**src/rtl/ocs_pkg.sv**
```systemverilog
package ocs_pkg;
   // register map on the plain register port
   localparam logic [1:0] OCS_ADDR_STATUS = 2'h0;
   localparam logic [1:0] OCS_ADDR_TRIM = 2'h1;
   localparam logic [1:0] OCS_ADDR_CONFIG = 2'h2;
   localparam logic [1:0] OCS_ADDR_RECOVERY = 2'h3;
   // status register fields
   localparam int OCS_BIT_GEN_EN = 1;
   localparam int OCS_BIT_ENGAGED = 0;
   // config register fields (source select, short stop recovery)
   localparam int OCS_BIT_SEL_LO = 0;
   localparam int OCS_BIT_SEL_HI = 1;
   localparam int OCS_BIT_SHORT_REC = 2;
   localparam logic [7:0] OCS_TRIM_RESET = 8'h80;
   // untrimmed internal oscillator 12.8 MHz, bus 3.2 MHz at this trim
   localparam int OCS_NOMINAL_KHZ = 12800;
   localparam logic [12:0] OCS_REC_LONG = 13'h1000;
   localparam logic [12:0] OCS_REC_SHORT = 13'h0020;
   // external clock edges counted before it is engaged; the engage happens on the edge after that
   localparam logic [3:0] OCS_EXT_STABLE = 4'hF;
   localparam logic [1:0] OCS_SEL_INTERNAL = 2'h0;
   localparam logic [1:0] OCS_SEL_EXT_OSC = 2'h1;
   localparam logic [1:0] OCS_SEL_EXT_RC = 2'h2;
   localparam logic [1:0] OCS_SEL_CRYSTAL = 2'h3;

   typedef enum logic [1:0] {
      OCS_RUN = 2'b00,
      OCS_STOPPED = 2'b01,
      OCS_RECOVER = 2'b10
   } ocs_state_t;

   typedef struct packed {
      ocs_state_t st;
      logic [1:0] sel;
      logic short_rec;
      logic gen_en;
      logic engaged;
      logic [3:0] stable_cnt;
      logic ext_prev;
      logic [7:0] trim;
      logic [12:0] rec_cnt;
      logic [1:0] div;
      logic x2;
      logic x4_en;
      logic [7:0] rdata;
   } ocs_regs_t;
endpackage

```
**src/rtl/ocs_clock_control.sv**
```systemverilog
// Added by the designer: the placing of the registers and the address-and-strobe port.
`timescale 1ns/1ps
// Behaviour
// RULE1 - bus clock is one quarter of the selected source clock
// RULE2 - wait mode leaves oscillator logic and both system clocks running
// RULE3 - stop instruction disables source output, stopping both derived clocks
// RULE4 - break state keeps both system clocks running without interruption
// RULE5 - two-bit select: 00 internal, 01 ext oscillator, 10 RC, 11 crystal
// RULE6 - generator enable bit set to 1 starts switch to external source
// RULE7 - generator enable bit held at 0 during reset
// RULE8 - generator enable ignored in bypassed monitor mode and both test modes
// RULE9 - engaged status reads 1 only while external source drives system clock
// RULE10 - 8-bit trim adjusts internal oscillator period, 0.2 percent per step
// RULE11 - trim resets to 80 hex, nominal 12.8 MHz, bus 3.2 MHz
// RULE12 - software should copy factory trim byte into trim register
// RULE13 - fourfold system clock runs at the selected source frequency
// RULE14 - stop recovery lasts 4096 cycles, or 32 with short recovery set
// RULE15 - switch to external is glitch-free; engaged only once stable
module ocs_clock_control
   import ocs_pkg::*;
(
   input wire logic clk,
   input wire logic arst_n,
   input wire logic clk_en,
   input wire logic [1:0] reg_addr,
   input wire logic [7:0] reg_wdata,
   input wire logic reg_wr,
   input wire logic reg_rd,
   output logic [7:0] reg_rdata,
   input wire logic ext_clock_level,
   input wire logic stop_req,
   input wire logic wake_req,
   input wire logic wait_mode,
   input wire logic break_state,
   input wire logic monitor_bypass,
   input wire logic production_test_mode_a,
   input wire logic production_test_mode_b,
   output logic sys_clock_x4_en,
   output logic sys_clock_x2,
   output logic bus_clock_en,
   output logic [7:0] internal_trim_factor,
   output logic ext_generator_enable,
   output logic ext_clock_engaged,
   output logic [1:0] source_select,
   output logic stop_recovering
);

   ocs_regs_t r_q;
   ocs_regs_t r_d;

   // generator enable is masked in bypassed monitor and test modes
   function automatic logic gen_effective(input logic en, input logic mon,
                                          input logic ta, input logic tb);
      gen_effective = en & ~mon & ~ta & ~tb;
   endfunction

   logic gen_on;
   assign gen_on = gen_effective(r_q.gen_en, monitor_bypass,
                                 production_test_mode_a, production_test_mode_b); // [RULE8]

   // next state: registers, stop sequencing, clock division, engage logic
   always_comb begin
      r_d = r_q;
      r_d.rdata = 8'h00;
      if (reg_wr) begin
         case (reg_addr)
            OCS_ADDR_STATUS: r_d.gen_en = reg_wdata[OCS_BIT_GEN_EN]; // [RULE6]
            OCS_ADDR_TRIM: r_d.trim = reg_wdata; // [RULE10] [RULE12]
            OCS_ADDR_CONFIG: begin
               r_d.sel = {reg_wdata[OCS_BIT_SEL_HI], reg_wdata[OCS_BIT_SEL_LO]}; // [RULE5]
               r_d.short_rec = reg_wdata[OCS_BIT_SHORT_REC];
            end
            default: r_d.gen_en = r_q.gen_en;
         endcase
      end
      if (reg_rd) begin
         case (reg_addr)
            OCS_ADDR_STATUS: begin
               r_d.rdata[OCS_BIT_GEN_EN] = r_q.gen_en;
               r_d.rdata[OCS_BIT_ENGAGED] = r_q.engaged; // [RULE9]
            end
            OCS_ADDR_TRIM: r_d.rdata = r_q.trim;
            OCS_ADDR_CONFIG: begin
               r_d.rdata[OCS_BIT_SEL_HI] = r_q.sel[1];
               r_d.rdata[OCS_BIT_SEL_LO] = r_q.sel[0];
               r_d.rdata[OCS_BIT_SHORT_REC] = r_q.short_rec;
            end
            OCS_ADDR_RECOVERY: r_d.rdata = {7'h00, r_q.st == OCS_RECOVER};
            default: r_d.rdata = 8'h00;
         endcase
      end
      // engage only after the external clock is seen toggling steadily,
      // so the mux never switches onto a dead or starting clock
      r_d.ext_prev = ext_clock_level;
      if (!gen_on || r_q.sel == OCS_SEL_INTERNAL) begin
         r_d.stable_cnt = 4'h0;
         r_d.engaged = 1'b0; // [RULE9]
      end else if (ext_clock_level != r_q.ext_prev) begin
         if (r_q.stable_cnt == OCS_EXT_STABLE) begin
            r_d.engaged = 1'b1; // [RULE15]
         end else begin
            r_d.stable_cnt = r_q.stable_cnt + 4'h1;
         end
      end
      // wait and break have no effect here; only stop halts the clocks
      case (r_q.st)
         OCS_RUN: begin
            if (stop_req) begin
               r_d.st = OCS_STOPPED; // [RULE3]
            end
         end
         OCS_STOPPED: begin
            if (wake_req) begin
               r_d.st = OCS_RECOVER;
               r_d.rec_cnt = r_q.short_rec ? OCS_REC_SHORT : OCS_REC_LONG; // [RULE14]
            end
         end
         OCS_RECOVER: begin
            if (r_q.rec_cnt == 13'h0001) begin
               r_d.st = OCS_RUN;
            end
            r_d.rec_cnt = r_q.rec_cnt - 13'h0001;
         end
         default: r_d.st = OCS_RUN;
      endcase
      // x4 follows the source each cycle; x2 halves it; bus is a quarter
      r_d.x4_en = (r_d.st == OCS_RUN); // [RULE2] [RULE4] [RULE13]
      if (r_d.st == OCS_RUN) begin
         r_d.div = r_q.div + 2'h1; // [RULE1]
         r_d.x2 = ~r_q.x2;
      end
   end

   // single state register; clock enable freezes everything
   always_ff @(posedge clk or negedge arst_n) begin
      if (!arst_n) begin
         r_q.st <= OCS_RUN;
         r_q.sel <= OCS_SEL_INTERNAL;
         r_q.short_rec <= 1'b0;
         r_q.gen_en <= 1'b0; // [RULE7]
         r_q.engaged <= 1'b0;
         r_q.stable_cnt <= 4'h0;
         r_q.ext_prev <= 1'b0;
         r_q.trim <= OCS_TRIM_RESET; // [RULE11]
         r_q.rec_cnt <= 13'h0000;
         r_q.div <= 2'h0;
         r_q.x2 <= 1'b0;
         r_q.x4_en <= 1'b1;
         r_q.rdata <= 8'h00;
      end else if (clk_en) begin
         r_q <= r_d;
      end
   end

   assign reg_rdata = r_q.rdata;
   assign sys_clock_x4_en = r_q.x4_en;
   assign sys_clock_x2 = r_q.x2;
   assign bus_clock_en = r_q.x4_en & (r_q.div == 2'h3); // [RULE1]
   assign internal_trim_factor = r_q.trim;
   assign ext_generator_enable = gen_on;
   assign ext_clock_engaged = r_q.engaged;
   assign source_select = r_q.sel;
   assign stop_recovering = (r_q.st == OCS_RECOVER);

   // reset values seen at the first edge after release
   a_trim_reset: assert property (@(posedge clk) $rose(arst_n) |-> r_q.trim == OCS_TRIM_RESET)
      else $error("trim not at reset value"); // [RULE11]
   a_gen_reset_low: assert property (@(posedge clk) // [RULE7]
      $rose(arst_n) |-> !ext_generator_enable)
      else $error("generator enable set out of reset");
   a_engaged_reset: assert property (@(posedge clk) // [RULE9]
      $rose(arst_n) |-> !ext_clock_engaged)
      else $error("engaged set out of reset");
   a_sel_reset: assert property (@(posedge clk) // [RULE5]
      $rose(arst_n) |-> source_select == OCS_SEL_INTERNAL)
      else $error("source select not internal after reset");
   a_x4_reset: assert property (@(posedge clk) // [RULE13]
      $rose(arst_n) |-> sys_clock_x4_en)
      else $error("fourfold clock not running after reset");
   // every mask on its own must hold the generator off
   a_gen_masked: assert property (@(posedge clk) disable iff (!arst_n)
      (monitor_bypass || production_test_mode_a || production_test_mode_b)
      |-> !ext_generator_enable)
      else $error("generator enable not masked"); // [RULE8]
   // with no mask present the register bit alone drives the generator
   a_gen_follows: assert property (@(posedge clk) disable iff (!arst_n) // [RULE6]
      (!monitor_bypass && !production_test_mode_a && !production_test_mode_b)
      |-> ext_generator_enable == r_q.gen_en)
      else $error("generator enable does not follow its bit");
   // engaged must fall one edge after the source falls back to internal
   a_engaged_internal: assert property (@(posedge clk) disable iff (!arst_n) // [RULE9]
      (clk_en && source_select == OCS_SEL_INTERNAL) |=> !ext_clock_engaged)
      else $error("engaged while internal selected");
   // engaged must fall one edge after the generator is switched off or masked
   a_engaged_drop: assert property (@(posedge clk) disable iff (!arst_n) // [RULE9]
      (clk_en && !ext_generator_enable) |=> !ext_clock_engaged)
      else $error("engaged kept without generator");
   // engaging needs the full stability count and a live toggle
   a_engage_stable: assert property (@(posedge clk) disable iff (!arst_n) // [RULE15]
      $rose(ext_clock_engaged) |-> $past(r_q.stable_cnt) == OCS_EXT_STABLE)
      else $error("engaged before external clock stable");
   a_engage_toggle: assert property (@(posedge clk) disable iff (!arst_n) // [RULE15]
      $rose(ext_clock_engaged) |-> $past(ext_clock_level) != $past(r_q.ext_prev))
      else $error("engaged without an external edge");
   // read data is zero outside the cycle after a read strobe
   a_rdata_idle: assert property (@(posedge clk) disable iff (!arst_n)
      (clk_en && !reg_rd) |=> reg_rdata == 8'h00)
      else $error("read data not idle");
   a_read_trim: assert property (@(posedge clk) disable iff (!arst_n) // [RULE10]
      (clk_en && reg_rd && reg_addr == OCS_ADDR_TRIM) |=> reg_rdata == $past(r_q.trim))
      else $error("trim read back wrong");
   a_read_status: assert property (@(posedge clk) disable iff (!arst_n) // [RULE9]
      (clk_en && reg_rd && reg_addr == OCS_ADDR_STATUS)
      |=> reg_rdata[OCS_BIT_ENGAGED] == $past(r_q.engaged))
      else $error("engaged status read back wrong");
   a_read_config: assert property (@(posedge clk) disable iff (!arst_n) // [RULE14]
      (clk_en && reg_rd && reg_addr == OCS_ADDR_CONFIG)
      |=> reg_rdata[OCS_BIT_SHORT_REC] == $past(r_q.short_rec))
      else $error("short recovery bit read back wrong");
   // register writes land one edge after the strobe
   a_sel_write: assert property (@(posedge clk) disable iff (!arst_n) // [RULE5]
      (clk_en && reg_wr && reg_addr == OCS_ADDR_CONFIG)
      |=> source_select == $past({reg_wdata[OCS_BIT_SEL_HI], reg_wdata[OCS_BIT_SEL_LO]}))
      else $error("source select not written");
   a_trim_write: assert property (@(posedge clk) disable iff (!arst_n) // [RULE10]
      (clk_en && reg_wr && reg_addr == OCS_ADDR_TRIM) |=> internal_trim_factor == $past(reg_wdata))
      else $error("trim not written");
   // trim must never move on its own, it sets the oscillator period
   a_trim_hold: assert property (@(posedge clk) disable iff (!arst_n) // [RULE10]
      !(clk_en && reg_wr && reg_addr == OCS_ADDR_TRIM) |=> $stable(internal_trim_factor))
      else $error("trim changed without a write");
   // the twofold clock toggles on every running cycle, also in wait and break
   a_x2_toggles: assert property (@(posedge clk) disable iff (!arst_n) // [RULE2]
      (clk_en && r_q.st == OCS_RUN && !stop_req) |=> sys_clock_x2 != $past(sys_clock_x2))
      else $error("twofold clock not toggling");
   a_break_x2: assert property (@(posedge clk) disable iff (!arst_n) // [RULE4]
      (clk_en && break_state && r_q.st == OCS_RUN && !stop_req)
      |=> sys_clock_x2 != $past(sys_clock_x2))
      else $error("twofold clock halted in break");
   // while stopped nothing derived from the source may move
   a_stopped_dark: assert property (@(posedge clk) disable iff (!arst_n) // [RULE3]
      r_q.st == OCS_STOPPED |-> !sys_clock_x4_en && !bus_clock_en)
      else $error("clocks running while stopped");
   a_x2_frozen: assert property (@(posedge clk) disable iff (!arst_n) // [RULE3]
      (clk_en && r_q.st == OCS_STOPPED) |=> $stable(sys_clock_x2))
      else $error("twofold clock moved while stopped");
   // the fourfold clock runs exactly while the state is run
   a_x4_run: assert property (@(posedge clk) disable iff (!arst_n) // [RULE13]
      (r_q.st == OCS_RUN) |-> sys_clock_x4_en)
      else $error("fourfold clock off while running");
   // recovery keeps the clocks dark and counts down one per cycle
   a_recover_dark: assert property (@(posedge clk) disable iff (!arst_n) // [RULE14]
      stop_recovering |-> !sys_clock_x4_en)
      else $error("clock running during recovery");
   a_recover_count: assert property (@(posedge clk) disable iff (!arst_n) // [RULE14]
      (clk_en && stop_recovering && r_q.rec_cnt != 13'h0001)
      |=> stop_recovering && r_q.rec_cnt == $past(r_q.rec_cnt) - 13'h0001)
      else $error("recovery count not stepping");
   a_recover_end: assert property (@(posedge clk) disable iff (!arst_n) // [RULE14]
      (clk_en && stop_recovering && r_q.rec_cnt == 13'h0001)
      |=> sys_clock_x4_en && !stop_recovering)
      else $error("recovery did not end on time");
   // a wake request outside stop must not disturb running clocks
   a_wake_ignored: assert property (@(posedge clk) disable iff (!arst_n) // [RULE14]
      (clk_en && r_q.st == OCS_RUN && wake_req && !stop_req) |=> r_q.st == OCS_RUN)
      else $error("wake request left run state");
   a_engaged_needs_gen: assert property (@(posedge clk) disable iff (!arst_n)
      ext_clock_engaged |-> $past(gen_on))
      else $error("engaged without generator"); // [RULE15]
   a_stop_halts: assert property (@(posedge clk) disable iff (!arst_n)
      (clk_en && stop_req && r_q.st == OCS_RUN) |=> !sys_clock_x4_en)
      else $error("clocks not stopped"); // [RULE3]
   a_wait_runs: assert property (@(posedge clk) disable iff (!arst_n)
      (clk_en && r_q.st == OCS_RUN && !stop_req && (wait_mode || break_state))
      |=> sys_clock_x4_en)
      else $error("clock stopped in wait or break"); // [RULE2]
   a_bus_quarter: assert property (@(posedge clk) disable iff (!arst_n)
      bus_clock_en && clk_en |=> !bus_clock_en)
      else $error("bus enable too frequent"); // [RULE1]
   a_short_rec: assert property (@(posedge clk) disable iff (!arst_n)
      (clk_en && r_q.st == OCS_STOPPED && wake_req && r_q.short_rec)
      |=> r_q.rec_cnt == OCS_REC_SHORT)
      else $error("short recovery count wrong"); // [RULE14]
   a_long_rec: assert property (@(posedge clk) disable iff (!arst_n)
      (clk_en && r_q.st == OCS_STOPPED && wake_req && !r_q.short_rec)
      |=> r_q.rec_cnt == OCS_REC_LONG)
      else $error("long recovery count wrong"); // [RULE14]
   a_gen_write: assert property (@(posedge clk) disable iff (!arst_n)
      (clk_en && reg_wr && reg_addr == OCS_ADDR_STATUS)
      |=> r_q.gen_en == $past(reg_wdata[OCS_BIT_GEN_EN]))
      else $error("generator enable not written"); // [RULE6]
endmodule

```
**config.mk**
```make
export PLATFORM = sky130hd
export DESIGN_NAME = ocs_clock_control
export DESIGN_NICKNAME = d
export VERILOG_FILES = /design/src/rtl/ocs_pkg.sv /design/src/rtl/ocs_clock_control.sv
export SDC_FILE = /design/constraint.sdc
export NUM_CORES = 1
export LEC_CHECK = 0
export BUFFER_PORTS_ARGS = -buffer_cell sky130_fd_sc_hd__buf_2
export CAP_MARGIN = 10
export CORE_MARGIN = 3
export CORE_UTILIZATION = 55
export CTS_CLUSTER_DIAMETER = 30
export CTS_CLUSTER_SIZE = 8
export DETAILED_ROUTE_END_ITERATION = 8
export PLACE_DENSITY = 0.88
export SKIP_LAST_GASP = 1
export SLEW_MARGIN = 20
export SYNTH_ARGS = -nofsm -noshare
export SYNTH_HDL_FRONTEND = slang
export SYNTH_SLANG_ARGS = --single-unit
export TNS_END_PERCENT = 100
```
**constraint.sdc**
```tcl
create_clock -name clk -period 5.5 [get_ports clk]
set_clock_uncertainty 0.2 [all_clocks]
set_input_delay 1.1 -clock clk [delete_from_list [all_inputs] [get_ports clk]]
set_output_delay 1.1 -clock clk [all_outputs]
set_load 0.005 [all_outputs]
```
# Yosys cells after proc, flatten, opt, wreduce, memory -nomap -nowiden
# Cells that the tools add are included.
# W data, S select, Z words.
[classes]
eq_ne = 11
n_bitwise = 8
n_addsub = 3
n_reduce_logical = 16
muxes = 15
[op_table]
columns = ["operator", "n"]
rows = [
  ["$mux W13", 2],
  ["$pmux W13 S2", 1],
  ["$reduce_and A3 Y1", 6],
  ["$mux W5", 3],
  ["$eq A13 B1 Y1 const B", 1],
  ["$sub A13 B1 Y13 const B", 1],
  ["$eq A2 B2 Y1 const B", 4],
  ["$logic_not A2 Y1", 4],
  ["$mux W8", 1],
  ["$pmux W2 S4", 1],
  ["$mux W2", 3],
  ["$pmux W2 S3", 1],
  ["$reduce_bool A2 Y1", 3],
  ["$add A4 B1 Y4 const B", 1],
  ["$and A1 B1 Y1", 4],
  ["$eq A2 B1 Y1 const B", 2],
  ["$eq A4 B4 Y1 const B", 1],
  ["$mux W4", 1],
  ["$ne A2 B2 Y1 const B", 2],
  ["$not A1 Y1", 4],
  ["$add A2 B1 Y2 const B", 1],
  ["$pmux W1 S2", 1],
  ["$reduce_and A2 Y1", 1],
  ["$logic_not A1 Y1", 1],
  ["3 further kinds", 3],
]
[word_totals]
in_bits = 23
reg_bits = 45
output_inout_bits = 24
elab_cells = 66

# Longest topological paths before layout
[logic_depth]
ltp_word = 8
mapped_depth = 6
depth_no_buf = 6

# Least setup slack after synthesis
# No wires, ideal clock.
[synth_timing]
path_type = "input -> output"
startpoint = "input port monitor_bypass"
endpoint = "output port ext_generator_enable"
cell_stages = 1
path_slack_ns = 2.762
path_buffers = 0
t_arrival_ns = 1.438
cell_sequence = "nor4b_2"
[synth_between]
elab_chain_len = 4
[synth_lines]
columns = ["element", "line", "rtl"]
rows = [
  ["start, declared", "ocs_clock_control.sv:35", "input wire logic monitor_bypass,"],
  ["$not A1 Y1", "ocs_clock_control.sv:54", "gen_effective = en & ~mon & ~ta & ~tb;"],
  ["$and A1 B1 Y1 (3 in series)", "ocs_clock_control.sv:54", ""],
  ["end, declared", "ocs_clock_control.sv:42", "output logic ext_generator_enable,"],
]
# No other way between the ends.

# Final worst setup path
# Ends and elaborated chain as after synthesis.

==> reports/results.txt <==
status: finished clean
max-slew violations: 0
Die Y: 72.1 um
ANT cells: 0
crit start category: primary input
pwr/cell area: 397 nW/um2
DIE WIDTH: 72.1 um
multi-input logic area: 1060 um2
number of synthesized flops with an enable pin: 0
mux share of post-synthesis cell area: 7.56%
CTS Buf Count: 5
DR vias/cell: 5.75
setup tns final: 0 ns
largest family of logic cells by synthesized area: simple AND/OR/NAND/NOR gates
Rows: 23
Worst VDD drop: 0.000157 V
Combinational Power Share: 31.9%
Worst EP required: 4.20 ns
Syn Area/Cell: 10.8 um2
kind of critical path: in -> out
Sequential Power Share: 49.5%
vias in the first global route: 1674
port buffer count: 44
CTS resizes: 0
Clk Latency, worst-skew pair: 0.30 ns
Mapped Area: 2400 um2
Hold-fix buffers, CTS: 0
CP max FO: 3
Total Wirelength: 4.41 mm
Critical Path AT: 1.70 ns
H-tree levels: 2
Post-Synth Adder-Cell Area: 4.69%
CTS Sinks: 45
top_reg_cell synth: dfrtp_1
Rel. slew slack: 35.4%
Post-route DRC: 0
final setup fails: 0
CORE AREA: 4120 um2
RSZ-0062 raised after global routing: false
Synth Area in Compound Gates: 13.5%
CTS root buf: clkbuf_8
Worst-Margin Slew: 0.968 ns
register area share after synthesis: 47.0%
Clk network pwr share: 18.6%
fin crit share: 54.6%
final net count: 280
Max-Cap Viols: 0
unique cell type count in the Yosys netlist: 50
Sw Share: 34.9%
largest net degree at the start of global routing: 46
cell count after synthesis: 222
per-cell routed wire length: 14.7 um
Hold Fails Final Rpt: 0
hold slack: 0.260 ns
IO Pins: 47
xor/xnor share of the synthesized area: 3.65%
Congestion Overflow GR: 0
P_leak: 1.24 nW
post-synthesis simple-gate area fraction: 14.9%
Final ANT Viol Nets: 0
initial DRC count: 98
number of warnings issued by yosys: 0
initial core utilization: 58.3%
Synthesized Nets: 254
Max Freq: 333 MHz
hold crit path type: reg -> reg
Switch Pwr: 0.360 mW
Max Root-Sink Buffers: 2
Vias: 1718
post-synthesis register bit count: 45
initial antenna violation count: 0
first-pass GRT wire length: 7.51 mm
die area: 5190 um2
Worst Setup End Kind: output port
RD Place Congestion: 0.810
First-pass DRT Iterations: 5
share of layout cells above drive strength 1: 30.5%
clk slew on worst S/H paths: 0.08 ns
postcts setup bufs: 0
Final min period: 3.00 ns
register area: 1130 um2
internal cell power: 0.672 mW
Total GRT Usage: 18.6%
area delta synth->final: 8.39%
post-DP HPWL: 3.25 mm
asr flop ratio synth: 100%
CTS tree: built
FILL cells: 331
worst max-delay path, cell delays in order:
cell,delay [ns]
buf_2,0.11
nor4b_2,0.32
buf_2,0.17
power by group through the flow:
| stage | logic, mW | registers (mW) | clock network (mW) |
|---|---|---|---|
| floorplan | 0.270 | 0.496 | 0 |
| global route | 0.376 | 0.525 | 0.214 |
| CTS | 0.333 | 0.509 | 0.201 |
| global placement | 0.317 | 0.512 | 0 |
| detailed placement | 0.331 | 0.515 | 0 |
| finish | 0.329 | 0.511 | 0.192 |
cell families after synthesis:
| family | after synthesis |
|---|---|
| adders and majority gates | 9 |
| AOI/OAI and AO/OA | 45 |
| DFF | 45 |
| muxes | 16 |
| and+or+nand+nor | 60 |
| buffers and inverters | 37 |
| xor gates and xnor gates | 10 |
cell usage in the layout, fill, tap and decap left out, types with 5 or more instances in the layout:
cell,n
buf_2,44
dfrtp_1,43
mux2_2,13
inv_1,12
o21ai_0,12
nor2_1,11
nand2_1,11
nand3_1,9
ha_1,9
a21oi_1,8
xor2_1,7
o2bb2ai_1,6
clkbuf_8,5
area by class of cell:
cell class | instances | share of cell area (%)
clock inverters | 2 | 0.385
flip-flops and latches | 45 | 43.4
well taps | 50 | 2.41
inverters | 12 | 1.73
multi-input cells | 140 | 40.8
repair buffers | 44 | 8.47
clock buffers | 6 | 2.79
path summary, 6_finish.rpt:
| path | from | to | slack, ns | depth (start not counted) |
|---|---|---|---|---|
| min reg2reg | sys_clock_x2 | sys_clock_x2 | 0.26 | 1 |
| max in group asynchronous | arst_n | r_q[13] | 3.74 | 1 |
| max reg2reg | r_q[44] | r_q[22] | 3.26 | 4 |
| min in group asynchronous | arst_n | internal_trim_factor[4] | 0.76 | 1 |
| max | monitor_bypass | ext_generator_enable | 2.50 | 3 |
| min | sys_clock_x2 | sys_clock_x2 | 0.26 | 1 |
per-layer routing:
| layer | vias up | global-route usage [%] | wire (um) |
|---|---|---|---|
| li1 | 829 | - | - |
| met1 | 827 | 25.2 | 2030 |
| met2 | 57 | 28.9 | 2060 |
| met3 | 5 | 4.57 | 258 |
| met4 | 0 | 7.10 | 59 |
| met5 | - | 0 | 0 |
state kept, by name (all words and copies together), names as in the netlist:
name,count
r_q,24
ext_clock_engaged,1
internal_trim_factor,8
reg_rdata,8
source_select,2
sys_clock_x4_en,1
sys_clock_x2,1
metrics by stage:
stage	power, mW	worst slack, ns	std cells	cell area (um2)	util [%]
5_1_grt	1.11	2.40	299	2600	63.2
4_1_cts	1.04	2.50	299	2600	63.2
6_report	1.03	2.50	299	2600	63.2
3_5_place_dp	0.846	2.26	291	2520	61.2
2_1_floorplan	0.765	2.76	222	2400	-
3_3_place_gp	0.828	2.26	291	2520	61.2
synth_stat cells, drive strengths merged (6+ instances only):
library cell	instances	area [um2]
buf	21	148
o21ai	12	60.1
a21oi	8	40.0
nor2	11	41.3
ha	9	113
nand2	11	41.3
xor2	7	61.3
inv	12	45.0
o2bb2ai	6	52.6
mux2	14	161
dfrtp	43	1080
nand3	9	45.0
(Power assumes the default switching activity.)
